--- src/design/register_fis_map.vh ---
`ifndef REGISTER_FIS_MAP_VH
`define REGISTER_FIS_MAP_VH
// frame type code and geometry
`define FIS_TYPE_H2D      8'h27
`define FIS_LAST_IDX      3'd4
`define FIS_IDX_W         3
// command-update flag position inside dword 0
`define FIS_C_BIT         15
// software reset bit position inside the drive-control byte
`define CTL_SOFTWARE_RESET_BIT_BIT      2
// shadow register selects on the write port
`define SEL_FEAT          4'h0
`define SEL_FEAT_EXP      4'h1
`define SEL_COUNT         4'h2
`define SEL_COUNT_EXP     4'h3
`define SEL_LBA_LO        4'h4
`define SEL_LBA_MID       4'h5
`define SEL_LBA_HI        4'h6
`define SEL_LBA_LO_EXP    4'h7
`define SEL_LBA_MID_EXP   4'h8
`define SEL_LBA_HI_EXP    4'h9
`define SEL_DEVICE        4'ha
`define SEL_CMD           4'hb
`define SEL_CTRL          4'hc
`define SEL_LAST          4'hc
// reset values
`define SHADOW_RST        8'h00
`define DWORD_RST         32'h0000_0000
// busy flag deadline after a trigger write
`define CLK_PERIOD_NS     4
`define BUSY_SET_NS       400
`define BUSY_SET_CYC      (`BUSY_SET_NS / `CLK_PERIOD_NS)
`endif

--- src/design/register_fis_framer.v ---
`include "register_fis_map.vh"
`default_nettype none
// How it works
// - frame type sits in byte 0
// - register frame type code is 27h
// - five dwords, last dword all zero
// - dword 0: type, flag, command, features
// - dword 1: address bytes and drive select
// - dword 2: expanded address and features
// - dword 3: counts, zero, drive control
// - flag one for command, zero control
// - never send flag with software reset
// - command write or changed control sends
// - identical control writes make no traffic
// - payload is snapshot at transmit start
// - command write sets busy quickly
// - reset bit rise sets busy too
// - shadow access follows drive access locking
// - locked writes dropped, drive reset accepted
// - receive, check type, route fields
// - request link, flow control, report result
// - no receive decode state kept between frames; an owed transmit frame is
module register_fis_framer #(
  parameter [7:0] DEVICE_RESET_CMD = 8'h08  // drive reset opcode, overridable
) (
  input  wire        clock,
  input  wire        rst,
  input  wire        wr_en,             // shadow register write strobe
  input  wire [3:0]  wr_sel,            // which shadow register
  input  wire [7:0]  wr_data,           // value written
  input  wire        data_request_flag, // drive asks for data
  input  wire        busy_clear,        // status update clears busy
  output reg         shadow_busy_flag,  // shadow busy
  output reg  [7:0]  shadow_control,    // drive-control readback
  output reg         tx_frame_req,      // frame wanted from link
  output reg         tx_valid,          // dword on tx_dword valid
  output reg  [31:0] tx_dword,          // outgoing payload dword
  output reg         tx_last,           // final dword of frame
  input  wire        tx_ready,          // link takes dword
  input  wire        tx_ack_ok,         // link: receipt good
  input  wire        tx_ack_err,        // link: receipt bad
  output reg         tx_done_ok,        // pulse: frame delivered
  output reg         tx_done_err,       // pulse: frame failed/dropped
  input  wire        rx_valid,          // incoming dword valid
  input  wire [31:0] rx_dword,          // incoming dword
  input  wire        rx_last,           // final incoming dword
  input  wire        rx_crc_ok,         // crc verdict with rx_last
  output reg         rx_good,           // pulse: frame decoded
  output reg         rx_bad,            // pulse: frame rejected
  output reg         rx_cmd_start,      // pulse: run received command
  output reg         rx_c_flag,         // received update flag
  output reg  [7:0]  rx_command,        // received command byte
  output reg  [15:0] rx_features,       // {exp, low}
  output reg  [47:0] rx_lba,            // {hi_exp..lo_exp, hi..lo}
  output reg  [7:0]  rx_device,         // received drive select
  output reg  [15:0] rx_count,          // {exp, low}
  output reg  [7:0]  rx_control         // received drive control
);

  ////////////////////////////////////////////////////////////////
  // helpers

  // four bytes into one dword, byte 0 lowest
  function [31:0] pack;
    input [7:0] b3;
    input [7:0] b2;
    input [7:0] b1;
    input [7:0] b0;
    begin
      pack = {b3, b2, b1, b0};
    end
  endfunction

  // byte n of a dword
  function [7:0] byte_of;
    input [31:0] d;
    input [1:0]  n;
    begin
      byte_of = d[8*n +: 8];
    end
  endfunction

  ////////////////////////////////////////////////////////////////
  // declarations

  localparam [1:0] ST_IDLE = 2'd0;  // nothing in flight
  localparam [1:0] ST_SEND = 2'd1;  // dwords going out
  localparam [1:0] ST_WAIT = 2'd2;  // waiting for link verdict

  reg  [7:0]  shd_q [0:12];         // shadow registers
  reg  [1:0]  state_q;              // transmit state
  reg  [2:0]  idx_q;                // dword index in flight
  reg  [31:0] snap_q [1:3];         // snapshot of dwords 1 to 3
  reg         pend_q;               // a frame is owed
  reg         pend_c_q;             // owed frame is a command
  reg  [2:0]  ridx_q;               // receive dword index
  reg         rtype_ok_q;           // dword 0 carried our type
  reg         rlong_q;              // more than five dwords
  reg  [31:0] rbuf_q [0:3];         // receive staging
  wire        locked;               // busy or data request
  wire        blk_ok;               // command-block write accepted
  wire        cmd_ok;               // command write accepted
  wire        ctl_wr;               // control write seen
  wire        ctl_chg;              // control write changes value
  wire        software_reset_bit_rise;            // reset bit goes 0 to 1
  wire        start;                // transmission begins
  wire        bad_combo;            // flag plus software reset
  wire [31:0] dw0;                  // dword 0 from the live shadow copy
  wire [31:0] next_dw;              // dword after current
  integer     i;                    // shadow reset loop
  integer     j;                    // snapshot reset loop
  integer     k;                    // receive staging reset loop

  ////////////////////////////////////////////////////////////////
  // write decode

  assign locked = shadow_busy_flag | data_request_flag;
  // locking like a drive
  // a locked write is dropped outright; the drive reset opcode still passes
  assign blk_ok = wr_en && (wr_sel < `SEL_CTRL) &&
                  (!locked || (wr_sel == `SEL_CMD && wr_data == DEVICE_RESET_CMD));
  assign cmd_ok = blk_ok && (wr_sel == `SEL_CMD);
  // control is never locked, so software reset always gets through
  assign ctl_wr = wr_en && (wr_sel == `SEL_CTRL);
  assign ctl_chg = ctl_wr && (wr_data != shd_q[`SEL_CTRL]);
  assign software_reset_bit_rise = ctl_wr && wr_data[`CTL_SOFTWARE_RESET_BIT_BIT] && !shd_q[`SEL_CTRL][`CTL_SOFTWARE_RESET_BIT_BIT];

  // shadow register file; selects above the map are ignored
  always @(posedge clock) begin
    if (rst) begin
      for (i = 0; i <= 12; i = i + 1) begin
        shd_q[i] <= `SHADOW_RST;
      end
    end else if (blk_ok || ctl_wr) begin
      shd_q[wr_sel] <= wr_data;
    end
  end

  // readback of drive control
  always @(posedge clock) begin
    if (rst) begin
      shadow_control <= `SHADOW_RST;
    end else if (ctl_wr) begin
      shadow_control <= wr_data;
    end
  end

  ////////////////////////////////////////////////////////////////
  // busy flag

  // set one edge after the write, far inside BUSY_SET_CYC; set beats clear
  always @(posedge clock) begin
    if (rst) begin
      shadow_busy_flag <= 1'b0;
    end else if (cmd_ok || software_reset_bit_rise) begin
      shadow_busy_flag <= 1'b1;
    end else if (busy_clear) begin
      shadow_busy_flag <= 1'b0;
    end
  end

  ////////////////////////////////////////////////////////////////
  // trigger tracking

  // a write during a frame in flight is owed, not lost; the owed frame
  // carries the flag of the latest command write
  always @(posedge clock) begin
    if (rst) begin
      pend_q   <= 1'b0;
      pend_c_q <= 1'b0;
    end else if (cmd_ok || ctl_chg) begin
      pend_q   <= 1'b1;
      pend_c_q <= cmd_ok | (pend_q & pend_c_q & ~start);
    end else if (start || (state_q == ST_IDLE && pend_q)) begin
      pend_q   <= 1'b0;
      pend_c_q <= 1'b0;
    end
  end

  assign start = (state_q == ST_IDLE) && pend_q && !bad_combo;
  assign bad_combo = pend_c_q && shd_q[`SEL_CTRL][`CTL_SOFTWARE_RESET_BIT_BIT];

  ////////////////////////////////////////////////////////////////
  // snapshot

  // taken at start so later writes cannot tear the frame
  always @(posedge clock) begin
    if (rst) begin
      for (j = 1; j < 4; j = j + 1) begin
        snap_q[j] <= `DWORD_RST;
      end
    end else if (start) begin
      snap_q[1] <= pack(shd_q[`SEL_DEVICE], shd_q[`SEL_LBA_HI],
                        shd_q[`SEL_LBA_MID], shd_q[`SEL_LBA_LO]);
      snap_q[2] <= pack(shd_q[`SEL_FEAT_EXP], shd_q[`SEL_LBA_HI_EXP],
                        shd_q[`SEL_LBA_MID_EXP], shd_q[`SEL_LBA_LO_EXP]);
      snap_q[3] <= pack(shd_q[`SEL_CTRL], 8'h00,
                        shd_q[`SEL_COUNT_EXP], shd_q[`SEL_COUNT]);
    end
  end

  // dword 0 leaves on the start edge itself
  // so it cannot wait for the snapshot and comes from the live copy
  assign dw0 = pack(shd_q[`SEL_FEAT], shd_q[`SEL_CMD], {pend_c_q, 7'h00}, `FIS_TYPE_H2D);

  assign next_dw = (idx_q == 3'd3) ? `DWORD_RST : snap_q[idx_q[1:0] + 2'd1];

  ////////////////////////////////////////////////////////////////
  // transmit state machine

  // dword 0 is built straight from the shadow copy on the start edge
  always @(posedge clock) begin
    if (rst) begin
      state_q      <= ST_IDLE;
      idx_q        <= 3'd0;
      tx_frame_req <= 1'b0;
      tx_valid     <= 1'b0;
      tx_dword     <= `DWORD_RST;
      tx_last      <= 1'b0;
      tx_done_ok   <= 1'b0;
      tx_done_err  <= 1'b0;
    end else begin
      tx_done_ok  <= 1'b0;
      tx_done_err <= 1'b0;
      case (state_q)
        ST_IDLE: begin
          if (start) begin
            state_q      <= ST_SEND;
            idx_q        <= 3'd0;
            tx_frame_req <= 1'b1;
            tx_valid     <= 1'b1;
            tx_last      <= 1'b0;
            tx_dword     <= dw0;
          end else if (pend_q && bad_combo) begin
            // invalid frame is dropped and reported
            tx_done_err <= 1'b1;
          end
        end
        ST_SEND: begin
          if (tx_ready) begin
            if (idx_q == `FIS_LAST_IDX) begin
              state_q  <= ST_WAIT;
              tx_valid <= 1'b0;
              tx_last  <= 1'b0;
              tx_dword <= `DWORD_RST;
            end else begin
              idx_q    <= idx_q + 3'd1;
              tx_dword <= next_dw;
              tx_last  <= (idx_q == 3'd3);
            end
          end
        end
        ST_WAIT: begin
          // report verdict; ok wins a tie
          if (tx_ack_ok || tx_ack_err) begin
            state_q      <= ST_IDLE;
            tx_frame_req <= 1'b0;
            tx_done_ok   <= tx_ack_ok;
            tx_done_err  <= ~tx_ack_ok;
          end
        end
        default: begin
          state_q      <= ST_IDLE;
          tx_frame_req <= 1'b0;
          tx_valid     <= 1'b0;
          tx_last      <= 1'b0;
        end
      endcase
    end
  end

  ////////////////////////////////////////////////////////////////
  // receive side

  // per-frame index
  // index restarts after each last dword, so no frame leans on another
  always @(posedge clock) begin
    if (rst) begin
      ridx_q     <= 3'd0;
      rtype_ok_q <= 1'b0;
      rlong_q    <= 1'b0;
      for (k = 0; k < 4; k = k + 1) begin
        rbuf_q[k] <= `DWORD_RST;
      end
    end else if (rx_valid) begin
      if (rx_last) begin
        ridx_q     <= 3'd0;
        rtype_ok_q <= 1'b0;
        rlong_q    <= 1'b0;
      end else begin
        if (ridx_q == `FIS_LAST_IDX) begin
          rlong_q <= 1'b1;
        end else begin
          ridx_q <= ridx_q + 3'd1;
        end
        if (ridx_q < 3'd4) begin
          rbuf_q[ridx_q[1:0]] <= rx_dword;
        end
        if (ridx_q == 3'd0) begin
          rtype_ok_q <= (byte_of(rx_dword, 2'd0) == `FIS_TYPE_H2D);
        end
      end
    end
  end

  // verdict and field routing on the last dword
  always @(posedge clock) begin
    if (rst) begin
      rx_good      <= 1'b0;
      rx_bad       <= 1'b0;
      rx_cmd_start <= 1'b0;
      rx_c_flag    <= 1'b0;
      rx_command   <= 8'h00;
      rx_features  <= 16'h0000;
      rx_lba       <= 48'h0000_0000_0000;
      rx_device    <= 8'h00;
      rx_count     <= 16'h0000;
      rx_control   <= 8'h00;
    end else begin
      rx_good      <= 1'b0;
      rx_bad       <= 1'b0;
      rx_cmd_start <= 1'b0;
      if (rx_valid && rx_last) begin
        if (rx_crc_ok && rtype_ok_q && !rlong_q && ridx_q == `FIS_LAST_IDX) begin
          rx_good     <= 1'b1;
          rx_c_flag   <= rbuf_q[0][`FIS_C_BIT];
          rx_command  <= byte_of(rbuf_q[0], 2'd2);
          rx_features <= {byte_of(rbuf_q[2], 2'd3), byte_of(rbuf_q[0], 2'd3)};
          rx_lba      <= {rbuf_q[2][23:0], rbuf_q[1][23:0]};
          rx_device   <= byte_of(rbuf_q[1], 2'd3);
          rx_count    <= rbuf_q[3][15:0];
          rx_control  <= byte_of(rbuf_q[3], 2'd3);
          rx_cmd_start <= rbuf_q[0][`FIS_C_BIT];
        end else begin
          rx_bad <= 1'b1;
        end
      end
    end
  end

endmodule // register_fis_framer
`default_nettype wire

--- config.mk ---
export PLATFORM = sky130hd
export DESIGN_NAME = register_fis_framer
export DESIGN_NICKNAME = d
export VERILOG_FILES = /design/src/design/register_fis_framer.v
export VERILOG_INCLUDE_DIRS = /design/src /design/src/design
export SDC_FILE = /design/constraint.sdc
export NUM_CORES = 1
export LEC_CHECK = 0
export BUFFER_PORTS_ARGS = -buffer_cell sky130_fd_sc_hd__buf_2
export CAP_MARGIN = 20
export CORE_MARGIN = 3
export CORE_UTILIZATION = 35
export CTS_BUF_LIST = sky130_fd_sc_hd__clkbuf_8
export CTS_CLUSTER_SIZE = 30
export DETAILED_ROUTE_END_ITERATION = 10
export SLEW_MARGIN = 15
export SYNTH_ARGS = -nofsm -noshare
export SYNTH_HDL_FRONTEND = slang
export SYNTH_SLANG_ARGS = --single-unit
export TNS_END_PERCENT = 10
--- constraint.sdc ---
create_clock -name clock -period 9.5 [get_ports clock]
set_clock_uncertainty 0.2 [all_clocks]
set_input_delay 1.9 -clock clock [delete_from_list [all_inputs] [get_ports clock]]
set_output_delay 1.9 -clock clock [all_outputs]
set_load 0.05 [all_outputs]
; ---- Word-level counts from Yosys, hierarchy flattened
; Memories as Yosys holds them, arrays and structs flattened. A register that Yosys moved wholly into a read port is not among the register bits.
; Index checks and enable logic that the tools add are counted.
[totals]
reg_bits = 86
ramBits = 328
input_bits = 55
out_inout_bits = 154
word_cells = 170
memories = 3
[classes]
n_addsub = 3
order_cmp = 2
n_eq_ne = 16
muxes = 63
bitwise_logic = 14
n_reduce_logical = 48
[mem_list]
columns = memory, words, width, rd, rd_ports_with_merged_regs, write_ports, line
row1 = rbuf_q, 4, 32, 4, 3, 4, register_fis_framer.v:99  ; reg [31:0] rbuf_q [0:3];
row2 = shd_q, 13, 8, 13, 0, 13, register_fis_framer.v:90  ; reg [7:0] shd_q [0:12];
row3 = snap_q, 3, 32, 1, 0, 3, register_fis_framer.v:93  ; reg [31:0] snap_q [1:3];
[op_table]
columns = operator, n
row1 = two-way mux 32 bit, 8
row2 = one-hot mux 32 bit (2 select lines), 1
row3 = two-way mux 1 bit, 36
row4 = OR reduction 32 bit, 1
row5 = logical AND 1 bit, 16
row6 = two-way mux 3 bit, 5
row7 = "!= test 2 bit, second input constant", 6
row8 = AND reduction 4 bit, 3
row9 = two-way mux 2 bit, 5
row10 = nonzero test 2 bit, 5
row11 = one-hot mux 1 bit (3 select lines), 3
row12 = AND reduction 3 bit, 3
row13 = "equality test 4 bit, second input constant", 2
row14 = "equality test 8 x 4 -> 1 bit, second input constant", 1
row15 = "equality test 8 x 6 -> 1 bit, second input constant", 1
row16 = two-way mux 8 bit, 1
row17 = != test 8 bit, 1
row18 = AND reduction 2 bit, 4
row19 = OR reduction 8 bit, 1
row20 = inverter 1 bit, 7
row21 = "adder 3 x 1 -> 3 bit, second input constant", 2
row22 = "equality test 3 bit, second input constant", 2
row23 = logical OR 1 bit, 6
row24 = one-hot mux 2 bit (3 select lines), 1
row25 = 16 further kinds, 25

; ---- Longest topological paths before layout
; Gate-level depths: netlist of run 1.
[logic_depth]
word_depth = 10
ltp_mapped = 10
mapped_depth_nobuf = 7

; ---- Least setup slack after synthesis of run 1
; No wires, ideal clock.
[synth_timing]
path_kind = in2reg
startpoint = input port rx_valid
endpoint = memory rbuf_q[3][0] (enable)
setup_ns = 0.473
arrival_time_ns = 4.682
required_ns = 8.827
setup_slack_ns = 4.144
stages = 3
n_path_buf = 1
cell_sequence = buf_2 > nand2b_1 > o41ai_1
[synth_rtl]
columns = item, line
row1 = "start, declared", register_fis_framer.v:44  ; input wire rx_valid,
row2 = "end, declared", register_fis_framer.v:99

==> flow_summary_export.csv, run 1 <==
group,metric,value,unit
critical_path,worstSetupEndpointType,"register",
detailed_routing,totalWireLength,45600,um
sta,whs,0.249,ns
floorplanning,core_area,50400,um2
detailed_routing,dr.first_iter.drc_count,1102,
detailed_routing,wl_per_cell,18.2,um
sta,period_share,0.464,
global_routing,overflow,0,
clock_tree,ctsLongestPathBuffers,3,
critical_path,startpoint_type,"input port",
global_routing,grt_usage,0.169,
synthesis,syn_nets,1613,
detailed_routing,vias_per_cell,4.82,
clock_tree,post-cts-setup-buffer-count,0,
sta,rsz0062_at_grt,"false",
clock_tree,ctsResizeCount,0,
synthesis,synth_cell_types,51,
detailed_routing,antenna_left,0,
global_routing,antenna_found_initial,4,
sta,slew_viol_final,0,
synthesis,avgSynthCellArea,11.5,um2
synthesis,synth_area_leaders,"edfxtp_1, dfxtp_1, and2_1",
layout,postLayoutCoreUtil,0.419,
critical_path,worstPathArrival,4.47,ns
synthesis,synth_area,17900,um2
synthesis,synth-seq-cells,463,
critical_path,crit_type,"in -> reg",
floorplanning,rows,82,
clock_tree,clkSinkCount,463,
sta,finalSetupTns,0,ns
synthesis,synthArstFlopShare,0,
floorplanning,start_util,0.355,
synthesis,seq_area_frac_synth,0.684,
sta,tightest_slew,1.05,ns
synthesis,synthFlopType,"edfxtp_1",
layout,fill_cells,4777,
critical_path,path_max_fanout,106,
floorplanning,die_x,232,um
clock_tree,htreeDepth,3,
clock_tree,numCtsBuffers,78,
synthesis,synth_edf_count,297,
power_and_ir_drop,power_density,194,nW/um2
global_routing,grt_first_pass_wirelength,69600,um
synthesis,synth_top_area_frac,0.499,
global_routing,grt_pass1_vias,12000,
layout,area_growth,18.0,%
layout,layout-drive-gt1-share,0.201,
synthesis,ys.warnings.count,0,
synthesis,syn_inst,1553,
clock_tree,tritoncts,"yes",
place,hpwl,29700,um
floorplanning,die_y,232,um
floorplanning,die-area,53900,um2
sta,hold_violations,0,
detailed_routing,vias,12100,
sta,slew_headroom,0.291,
clock_tree,clock_latency,0.65,ns
place,place.gp.congestion,0.811,
sta,setup_violations,0,
power_and_ir_drop,p_leak,7.87,nW
detailed_routing,drtPass1Iterations,6,
layout,nets,1822,
clock_tree,hold_buffers,0,
clock_tree,clockRootBuffer,"clkbuf_8",
run_status,status,"completed",
flow_run,drv_cap,0,
floorplanning,io_pins,209,
worst_hold_path,hold_class,"reg -> reg",
critical_path,worstPathRequired,9.56,ns
global_routing,grt_max_degree,107,
synthesis,yosys.area.top_type,"edfxtp_1",
clock_tree,clk_pin_slew,0.06,ns
detailed_routing,drc,0,
place,io_buffers,208,
power_and_ir_drop,total_power,4.11,mW
place,place_area,19500,um2
layout,finalInstanceArea,21100,um2
sta,fin_crit,4.41,ns
sta,max_freq,227,MHz
power_and_ir_drop,irDropWorstVdd,0.108,mV
## report_power, final
part | total [mW] | internal, mW | switching [mW]
Clock | 1.72 | 0.923 | 0.798
Sequential | 2.23 | 2.21 | 0.0224
Combinational | 0.156 | 0.0371 | 0.119
## cell usage after synthesis, types with 2 or more instances
| cell | count |
|---|---|
| nor3_2 | 7 |
| nor2b_1 | 5 |
| buf_4 | 4 |
| mux2i_1 | 26 |
| mux2_2 | 2 |
| ha_1 | 5 |
| buf_6 | 3 |
| edfxtp_1 | 297 |
| o2111ai_1 | 11 |
| nand2_1 | 287 |
| or2_2 | 13 |
| buf_2 | 20 |
| nand2b_1 | 5 |
| nor2_1 | 123 |
| dfxtp_1 | 166 |
| nor3_1 | 52 |
| a21oi_1 | 150 |
| a221oi_1 | 18 |
| nand3_2 | 3 |
| clkbuf_1 | 70 |
| o21ai_0 | 23 |
| inv_1 | 16 |
| xnor2_1 | 9 |
| a31oi_1 | 5 |
| and2_1 | 195 |
| nand2_4 | 2 |
| and3_1 | 5 |
| nand3_1 | 4 |
| nand4_1 | 3 |
| a22oi_1 | 3 |
## layout make-up
type                            count  area (um2)  share of cell area
Sequential cell                   463       12200               0.580
Multi-Input combinational cell    975        5200               0.246
Clock buffer                       90        1240              0.0587
Timing Repair Buffer              227        1230              0.0581
Tap cell                          672         841              0.0398
Clock inverter                     55         297              0.0140
Inverter                           17        63.8             0.00302
Antenna cell                        3        7.51            0.000356
## state kept, by name, indices dropped and copies added, names as in the netlist, 2 cells and up
register / count
shd_q: 104
rx_features: 16
tx_dword: 32
rx_command: 8
rbuf_q: 105
ridx_q: 3
shadow_control: 8
snap_q: 88
idx_q: 3
state_q: 2
rx_device: 8
rx_lba: 48
rx_control: 8
rx_count: 16
## layer usage
layer,vias to the layer above,global-route usage,routed length (um)
li1,5777,-,-
met5,-,0,0
met4,0,0.0672,1370
met3,90,0.0525,4020
met1,5776,0.221,19300
met2,418,0.264,20900
## per-stage QoR
stage / std cells / setup slack, ns
finish: 2502 / 5.09
global route: 2500 / 4.86
floorplan: 1553 / 4.14
global placement: 2346 / 4.52
detailed placement: 2349 / 4.42
CTS: 2494 / 5.13
## placed cells by master, fill, tap and decap left out, types with 5 or more instances in the layout
cell	n
or2_2	13
nor3_2	7
buf_2	208
and2_1	195
inv_1	53
a21oi_1	150
a221oi_1	18
dfxtp_1	166
a31oi_1	5
o2111ai_1	11
mux2i_1	26
ha_1	5
nor3_1	52
buf_4	12
nand2_1	286
nor2_1	121
xnor2_1	9
edfxtp_1	297
clkinv_1	8
clkbuf_8	90
nor2b_1	5
nand2b_1	5
and3_1	5
o21ai_0	22
## worst max-delay path, stage by stage
cell	delay [ns]
buf_6	0.30
nor3_2	0.25
buf_4	0.30
and3_1	0.85
or2_2	0.78
## worst paths after layout
path	from	end	slack, ns	cells after the start
max	rst	rbuf_q[2][26]	5.09	5
max reg2reg	idx_q[0]	tx_dword[31]	6.22	7
min reg2reg	tx_dword[4]	tx_dword[4]	0.25	2
min	tx_dword[4]	tx_dword[4]	0.25	2
## cell families after synthesis
kind of cell,Yosys count,share of synthesized area
simple gates,716,0.195
mux,28,0.0158
compound gates,217,0.0691
flops,463,0.684
buf+inv,115,0.0276
xor+xnor,9,0.00441
fa+ha+maj,5,0.00350
No activity file was read; power rests on OpenSTA's default activity.
==> run 2, diff against run 1 <==
--- a/config.mk
+++ b/config.mk
@@ -6,6 +6,7 @@
 export SDC_FILE = /design/constraint.sdc
 export NUM_CORES = 1
 export LEC_CHECK = 0
+export ABC_AREA = 1
 export BUFFER_PORTS_ARGS = -buffer_cell sky130_fd_sc_hd__buf_2
 export CAP_MARGIN = 20
 export CORE_MARGIN = 3
==> constraint.sdc (replaced) <==
create_clock -name clock -period 3.6 [get_ports clock]
set_clock_uncertainty 0.2 [all_clocks]
set_input_delay 0.72 -clock clock [delete_from_list [all_inputs] [get_ports clock]]
set_output_delay 0.72 -clock clock [all_outputs]
set_load 0.05 [all_outputs]
==> run 2 against run 1 <==
Net effect:
- hold slack lost 0.12 ns
- sequential power rose to 2.6 times the previous value
- clock power increased to 2.5 times the previous value
- design area increased by 1.1%
- synthesized area grew 0.91%
- utilization increased by 0.28 points
- global-route usage about the same
- register-to-register slack got worse by 5.1 ns
- highest routed layer unchanged
==> flow_summary_export.csv, run 2 <==
group,metric,value,unit
run_status,status,"completed",
synthesis,ys.warnings.count,0,
floorplanning,die_y,233,um
layout,mostFrequentLayoutCells,"nor2_1, edfxtp_1, inv_1, buf_2, o21ai_0",
synthesis,syn_nets,1808,
layout,reg.largest.list,"rbuf_q x105, shd_q x104, snap_q x88",
layout,area_growth,18.2,%
clock_tree,ctsResizeCount,0,
floorplanning,core_area,50600,um2
sta,rsz0062_at_grt,"false",
floorplanning,start_util,0.357,
layout,multi_input_area,4440,um2
critical_path,r2r_cells,6,
layout,regMostFlops,"rbuf_q",
clock_tree,post-cts-setup-buffer-count,0,
synthesis,synth_area,18100,um2
detailed_routing,wl_per_cell,17.3,um
critical_path,worstSetupStartpoint,"shadow_busy_flag",
synthesis,synthFlopType,"edfxtp_1",
clock_tree,hold_buffers,0,
worst_hold_path,hold_class,"in -> reg",
detailed_routing,totalWireLength,47000,um
layout,final_common_cell,"nor2_1",
synthesis,synth_edf_count,297,
layout,nets,2038,
clock_tree,clk_pin_slew,0.06,ns
place,io_buffers,208,
detailed_routing,antenna_left,0,
detailed_routing,drc,0,
synthesis,synthArstFlopShare,0,
synthesis,synth-simple-area-share,0.135,
place,place.gp.congestion,0.844,
synthesis,syn_inst,1748,
detailed_routing,vias,12900,
synthesis,synth_area_leaders,"edfxtp_1, dfxtp_1, nor2_1",
sta,worst_slack,1.11,ns
power_and_ir_drop,power_density,504,nW/um2
sta,tightest_slew,0.772,ns
power_and_ir_drop,total_power,10.8,mW
critical_path,crit_path_end,"shd_q[5][5]",
clock_tree,clock_latency,0.65,ns
synthesis,synth_commonest_cells,"nor2_1, edfxtp_1, inv_1",
place,hpwl,31200,um
clock_tree,htreeDepth,3,
clock_tree,tritoncts,"yes",
global_routing,grt_first_pass_wirelength,70100,um
critical_path,startpoint_type,"register",
worst_hold_path,worstHoldPathCells,2,
sta,period_share,0.691,
critical_path,worstPathArrival,2.57,ns
synthesis,seq_area_frac_synth,0.678,
clock_tree,clockRootBuffer,"clkbuf_8",
detailed_routing,vias_per_cell,4.74,
power_and_ir_drop,irDropWorstVdd,0.212,mV
critical_path,worstSetupEndpointType,"register",
synthesis,avgSynthCellArea,10.3,um2
sta,slew_viol_final,0,
synthesis,synth_compound_gate_area_share,0.104,
place,place_ws,0.661,ns
global_routing,grt_pass1_vias,12200,
critical_path,path_max_fanout,13,
layout,largest_register_ff_count,105,
detailed_routing,drtPass1Iterations,5,
sta,hold_violations,0,
synthesis,synthAdderAreaFrac,0.00347,
synthesis,yosysMostFrequentCell,"nor2_1",
sta,slew_headroom,0.484,
global_routing,overflow,0,
power_and_ir_drop,p_leak,9.11,nW
synthesis,synth_mux_area_frac,0,
floorplanning,die_x,233,um
critical_path,rrSetupSlack,1.11,ns
floorplanning,io_pins,209,
synthesis,synth-xor-area-share,0.00146,
critical_path,rr_endpoint,"shd_q[5][5]",
sta,fin_crit,2.49,ns
layout,layout-drive-gt1-share,0.186,
global_routing,antenna_found_initial,0,
synthesis,synth_cell_types,40,
sta,setup_violations,0,
floorplanning,die-area,54300,um2
flow_run,drv_cap,0,
critical_path,crit_type,"reg -> reg",
synthesis,synth-seq-cells,463,
critical_path,r2r_start,"shadow_busy_flag",
critical_path,worstPathRequired,3.68,ns
synthesis,yosys.area.top_type,"edfxtp_1",
detailed_routing,dr.first_iter.drc_count,1142,
sta,finalSetupTns,0,ns
clock_tree,ctsLongestPathBuffers,3,
synthesis,synth_top_family_by_area,"simple AND/OR/NAND/NOR gates",
clock_tree,clkSinkCount,463,
synthesis,synth_top_area_frac,0.494,
layout,regArea,12200,um2
floorplanning,rows,82,
sta,max_freq,402,MHz
global_routing,grt_max_degree,123,
global_routing,grt_usage,0.169,
layout,fill_cells,4910,
clock_tree,numCtsBuffers,80,
run 2: final cells by class:
cell class | count | share of cell area
Antenna cell | 3 | 0.000352
Clock buffer | 82 | 0.0529
Clock inverter | 66 | 0.0148
Inverter | 268 | 0.0473
Multi-Input combinational cell | 922 | 0.208
Sequential cell | 463 | 0.574
Tap cell | 672 | 0.0394
Timing Repair Buffer | 243 | 0.0634
run 2: cell families after synthesis:
kind of cell | count (synthesis)
adder cells (fa/ha/maj) | 5
AO/OA/AOI/OAI | 360
flip-flops | 463
buffers and inverters | 363
XOR/XNOR | 3
AND/OR/NAND/NOR | 554
run 2: per-layer routing:
layer | track usage | part of all wire | routed length [um]
met5 | 0 | 0 | 0
met3 | 0.0373 | 0.070 | 3270
met2 | 0.272 | 0.48 | 22300
met1 | 0.222 | 0.42 | 19900
met4 | 0.0683 | 0.031 | 1460
run 2: power by group:
group,total (mW),switching (mW),internal (mW)
sequential,5.88,0.0618,5.82
clock,4.31,2.10,2.20
combinational,0.575,0.444,0.131
run 2: how the worst min path moves through the flow:
stage,start,end,slack (ns)
4_1_cts,rst,ridx_q[1],0.07
3_3_place_gp,rx_count[4],rx_count[4],0.23
3_5_place_dp,rx_control[1],rx_control[1],0.23
5_1_grt,rst,ridx_q[1],0.11
6_report,rst,ridx_q[1],0.13
2_1_floorplan,rlong_q,rlong_q,0.24
run 2: worst max-delay path, cell delays in order, from the launching register on:
cell     delay [ns]
dfxtp_1        0.38
or2_2          0.43
nand2_2        0.12
nand2_2        0.06
nand2_4        0.31
nand4_2        0.26
nand2_1        0.36
run 2: through the flow:
step	area (um2)	instances	hold WS, ns	util
CTS	21300	2716	0.0729	0.422
floorplan	18100	1748	0.241	-
global placement	19900	2568	0.231	0.393
global route	21300	2716	0.107	0.422
detailed placement	19900	2568	0.232	0.393
finish	21300	2719	0.127	0.422
==> run 3, diff against run 2 <==
==> constraint.sdc (replaced) <==
create_clock -name clock -period 2.05 [get_ports clock]
set_clock_uncertainty 0.2 [all_clocks]
set_input_delay 0.41 -clock clock [delete_from_list [all_inputs] [get_ports clock]]
set_output_delay 0.41 -clock clock [all_outputs]
set_load 0.05 [all_outputs]
==> run 3 against run 2 <==
Net effect:
- utilization grew 2.5 points
- largest power group unchanged
- sequential share of layout area shrank 3.2 points
- clock power grew 73%
- register-to-register slack lost 1.0 ns
- count of clock-buffer cells in the layout is the same
- first-iteration DRC count shrank 25%
- non-clock buffer count grew 113
- cell count grew 3.7%
- routed wire length grew 0.88%
- via count grew 2.2%
==> flow_summary_export.csv, run 3 (synthesis gave the netlist of run 2 again) <==
group,metric,value,unit
run_status,status,"completed",
sta,rsz0062_at_grt,"true",
critical_path,crit_type,"reg -> out",
floorplanning,core_area,50600,um2
sta,tightest_slew,0.407,ns
layout,regArea,12200,um2
critical_path,crit_path_max_incr_delay,0.33,ns
sta,setup_violations,0,
floorplanning,die-area,54300,um2
detailed_routing,drtPass1Iterations,5,
critical_path,path_cells,"buf_4 > buf_2",
detailed_routing,vias_per_cell,4.67,
layout,regMostFlops,"rbuf_q",
global_routing,grt_max_degree,92,
floorplanning,io_pins,209,
power_and_ir_drop,irDropWorstVdd,0.392,mV
layout,fill_cells,4756,
critical_path,worstSetupEndpointType,"output port",
flow_run,drv_cap,0,
sta,hold_violations,0,
layout,final_common_cell,"nor2_1",
sta,period_share,0.972,
detailed_routing,dr.first_iter.drc_count,853,
layout,multi_input_area,4500,um2
global_routing,grt_usage,0.171,
critical_path,startpoint_type,"register",
clock_tree,clk_pin_slew,0.06,ns
layout,area_growth,25.2,%
detailed_routing,drc,0,
floorplanning,die_y,233,um
layout,mostFrequentLayoutCells,"nor2_1, edfxtp_1, inv_1, buf_2, o21ai_0",
clock_tree,clkSinkCount,463,
power_and_ir_drop,p_leak,9.74,nW
clock_tree,clockRootBuffer,"clkbuf_8",
sta,worst_slack,0.0580,ns
layout,final-instance-count-excl-fill,2819,
critical_path,r2r_cells,7,
place,place.gp.congestion,0.799,
place,place_ws,-0.215,ns
place,hpwl,32300,um
clock_tree,htreeDepth,3,
global_routing,antenna_found_initial,1,
detailed_routing,vias,13200,
clock_tree,clock_latency,0.66,ns
floorplanning,rows,82,
critical_path,worstPathRequired,1.44,ns
layout,layout-drive-gt1-share,0.219,
clock_tree,ctsLongestPathBuffers,3,
layout,reg.largest.list,"rbuf_q x105, shd_q x104, snap_q x88",
detailed_routing,totalWireLength,47400,um
sta,slew_headroom,0.729,
critical_path,crit_path_top_delay_cell,"dfxtp_1",
sta,whs,0.0750,ns
detailed_routing,antenna_left,0,
global_routing,grt_first_pass_wirelength,71200,um
global_routing,grt_pass1_vias,12800,
layout,nets,2147,
sta,fin_crit,1.99,ns
worst_hold_path,worstHoldPathCells,5,
clock_tree,tritoncts,"yes",
worst_hold_path,hold_class,"in -> reg",
power_and_ir_drop,total_power,19.0,mW
place,dp.cells,2634,
floorplanning,start_util,0.357,
critical_path,worstPathArrival,1.38,ns
critical_path,path_max_fanout,2,
sta,slew_viol_final,0,
power_and_ir_drop,power_density,840,nW/um2
layout,largest_register_ff_count,105,
clock_tree,numCtsBuffers,76,
detailed_routing,wl_per_cell,16.8,um
place,io_buffers,208,
floorplanning,die_x,233,um
global_routing,overflow,0,
sta,max_freq,502,MHz
## run 3: cell types whose count changed in the layout (fill, tap and decap cells not counted), moves of 2 or more
cell           change
nand2_2            +9
clkinv_2           +7
inv_8              -2
buf_12            +22
dlygate4sd3_1     +42
a22oi_1            -2
diode_2            -2
inv_6              +2
a22oi_2            +2
clkinv_1          -15
buf_4             +47
clkinvlp_4         -2
buf_8              +2
nand2_1            -9
## run 3: cell type report
cell class | count | share of cell area
inverter | 268 | 0.0446
antenna | 1 | 0.000111
multi-input combinational | 922 | 0.199
sequential | 463 | 0.542
clock inverter | 55 | 0.0118
tap | 672 | 0.0372
clock buffer | 82 | 0.0499
timing repair buffer | 356 | 0.116
## run 3: timing repair
| item | CTS | global route |
|---|---|---|
| buffers inserted | 0 | 4 |
| resized for setup | 3 | 16 |
| endpoints found under the hold margin | 119 | 0 |
| pin swaps | 0 | 2 |
| gates cloned | 0 | 1 |
| setup endpoints to repair | 2 | 107 |
| hold buffers | 42 | 0 |
## run 3: path summary, 6_finish.rpt
check                         from  slack (ns)                end
setup / recovery  shadow_busy_flag        0.06   shadow_busy_flag
hold / removal               wr_en        0.07  shadow_control[2]
setup reg to reg          idx_q[1]        0.07        tx_dword[3]
hold reg to reg      rx_control[0]        0.24      rx_control[0]
## run 3: metrics by stage
stage	setup TNS [ns]	util	cell area, um2
detailed placement	-14.64	0.409	20700
CTS	0	0.445	22500
floorplan	-24.24	-	18100
finish	0	0.447	22600
global route	-1.13	0.447	22600
global placement	-13.29	0.409	20700
## run 3: worst max-delay path, delay by kind of cell (launching register included)
kind,cells,cell delay (ns)
buffers and inverters,2,0.39
flip-flops,1,0.33
## run 3: power breakdown
group	leakage [nW]	switching (mW)	internal, mW
clock	0.832	3.61	3.83
sequential	4.33	0.103	10.2
combinational	4.57	0.827	0.399
## run 3: layer usage
metal,vias to the layer above,share of wire,track usage
met5,-,0.00027,0
met4,2,0.029,0.0641
met3,86,0.071,0.0418
met2,368,0.48,0.280
met1,6273,0.42,0.218
li1,6431,-,-
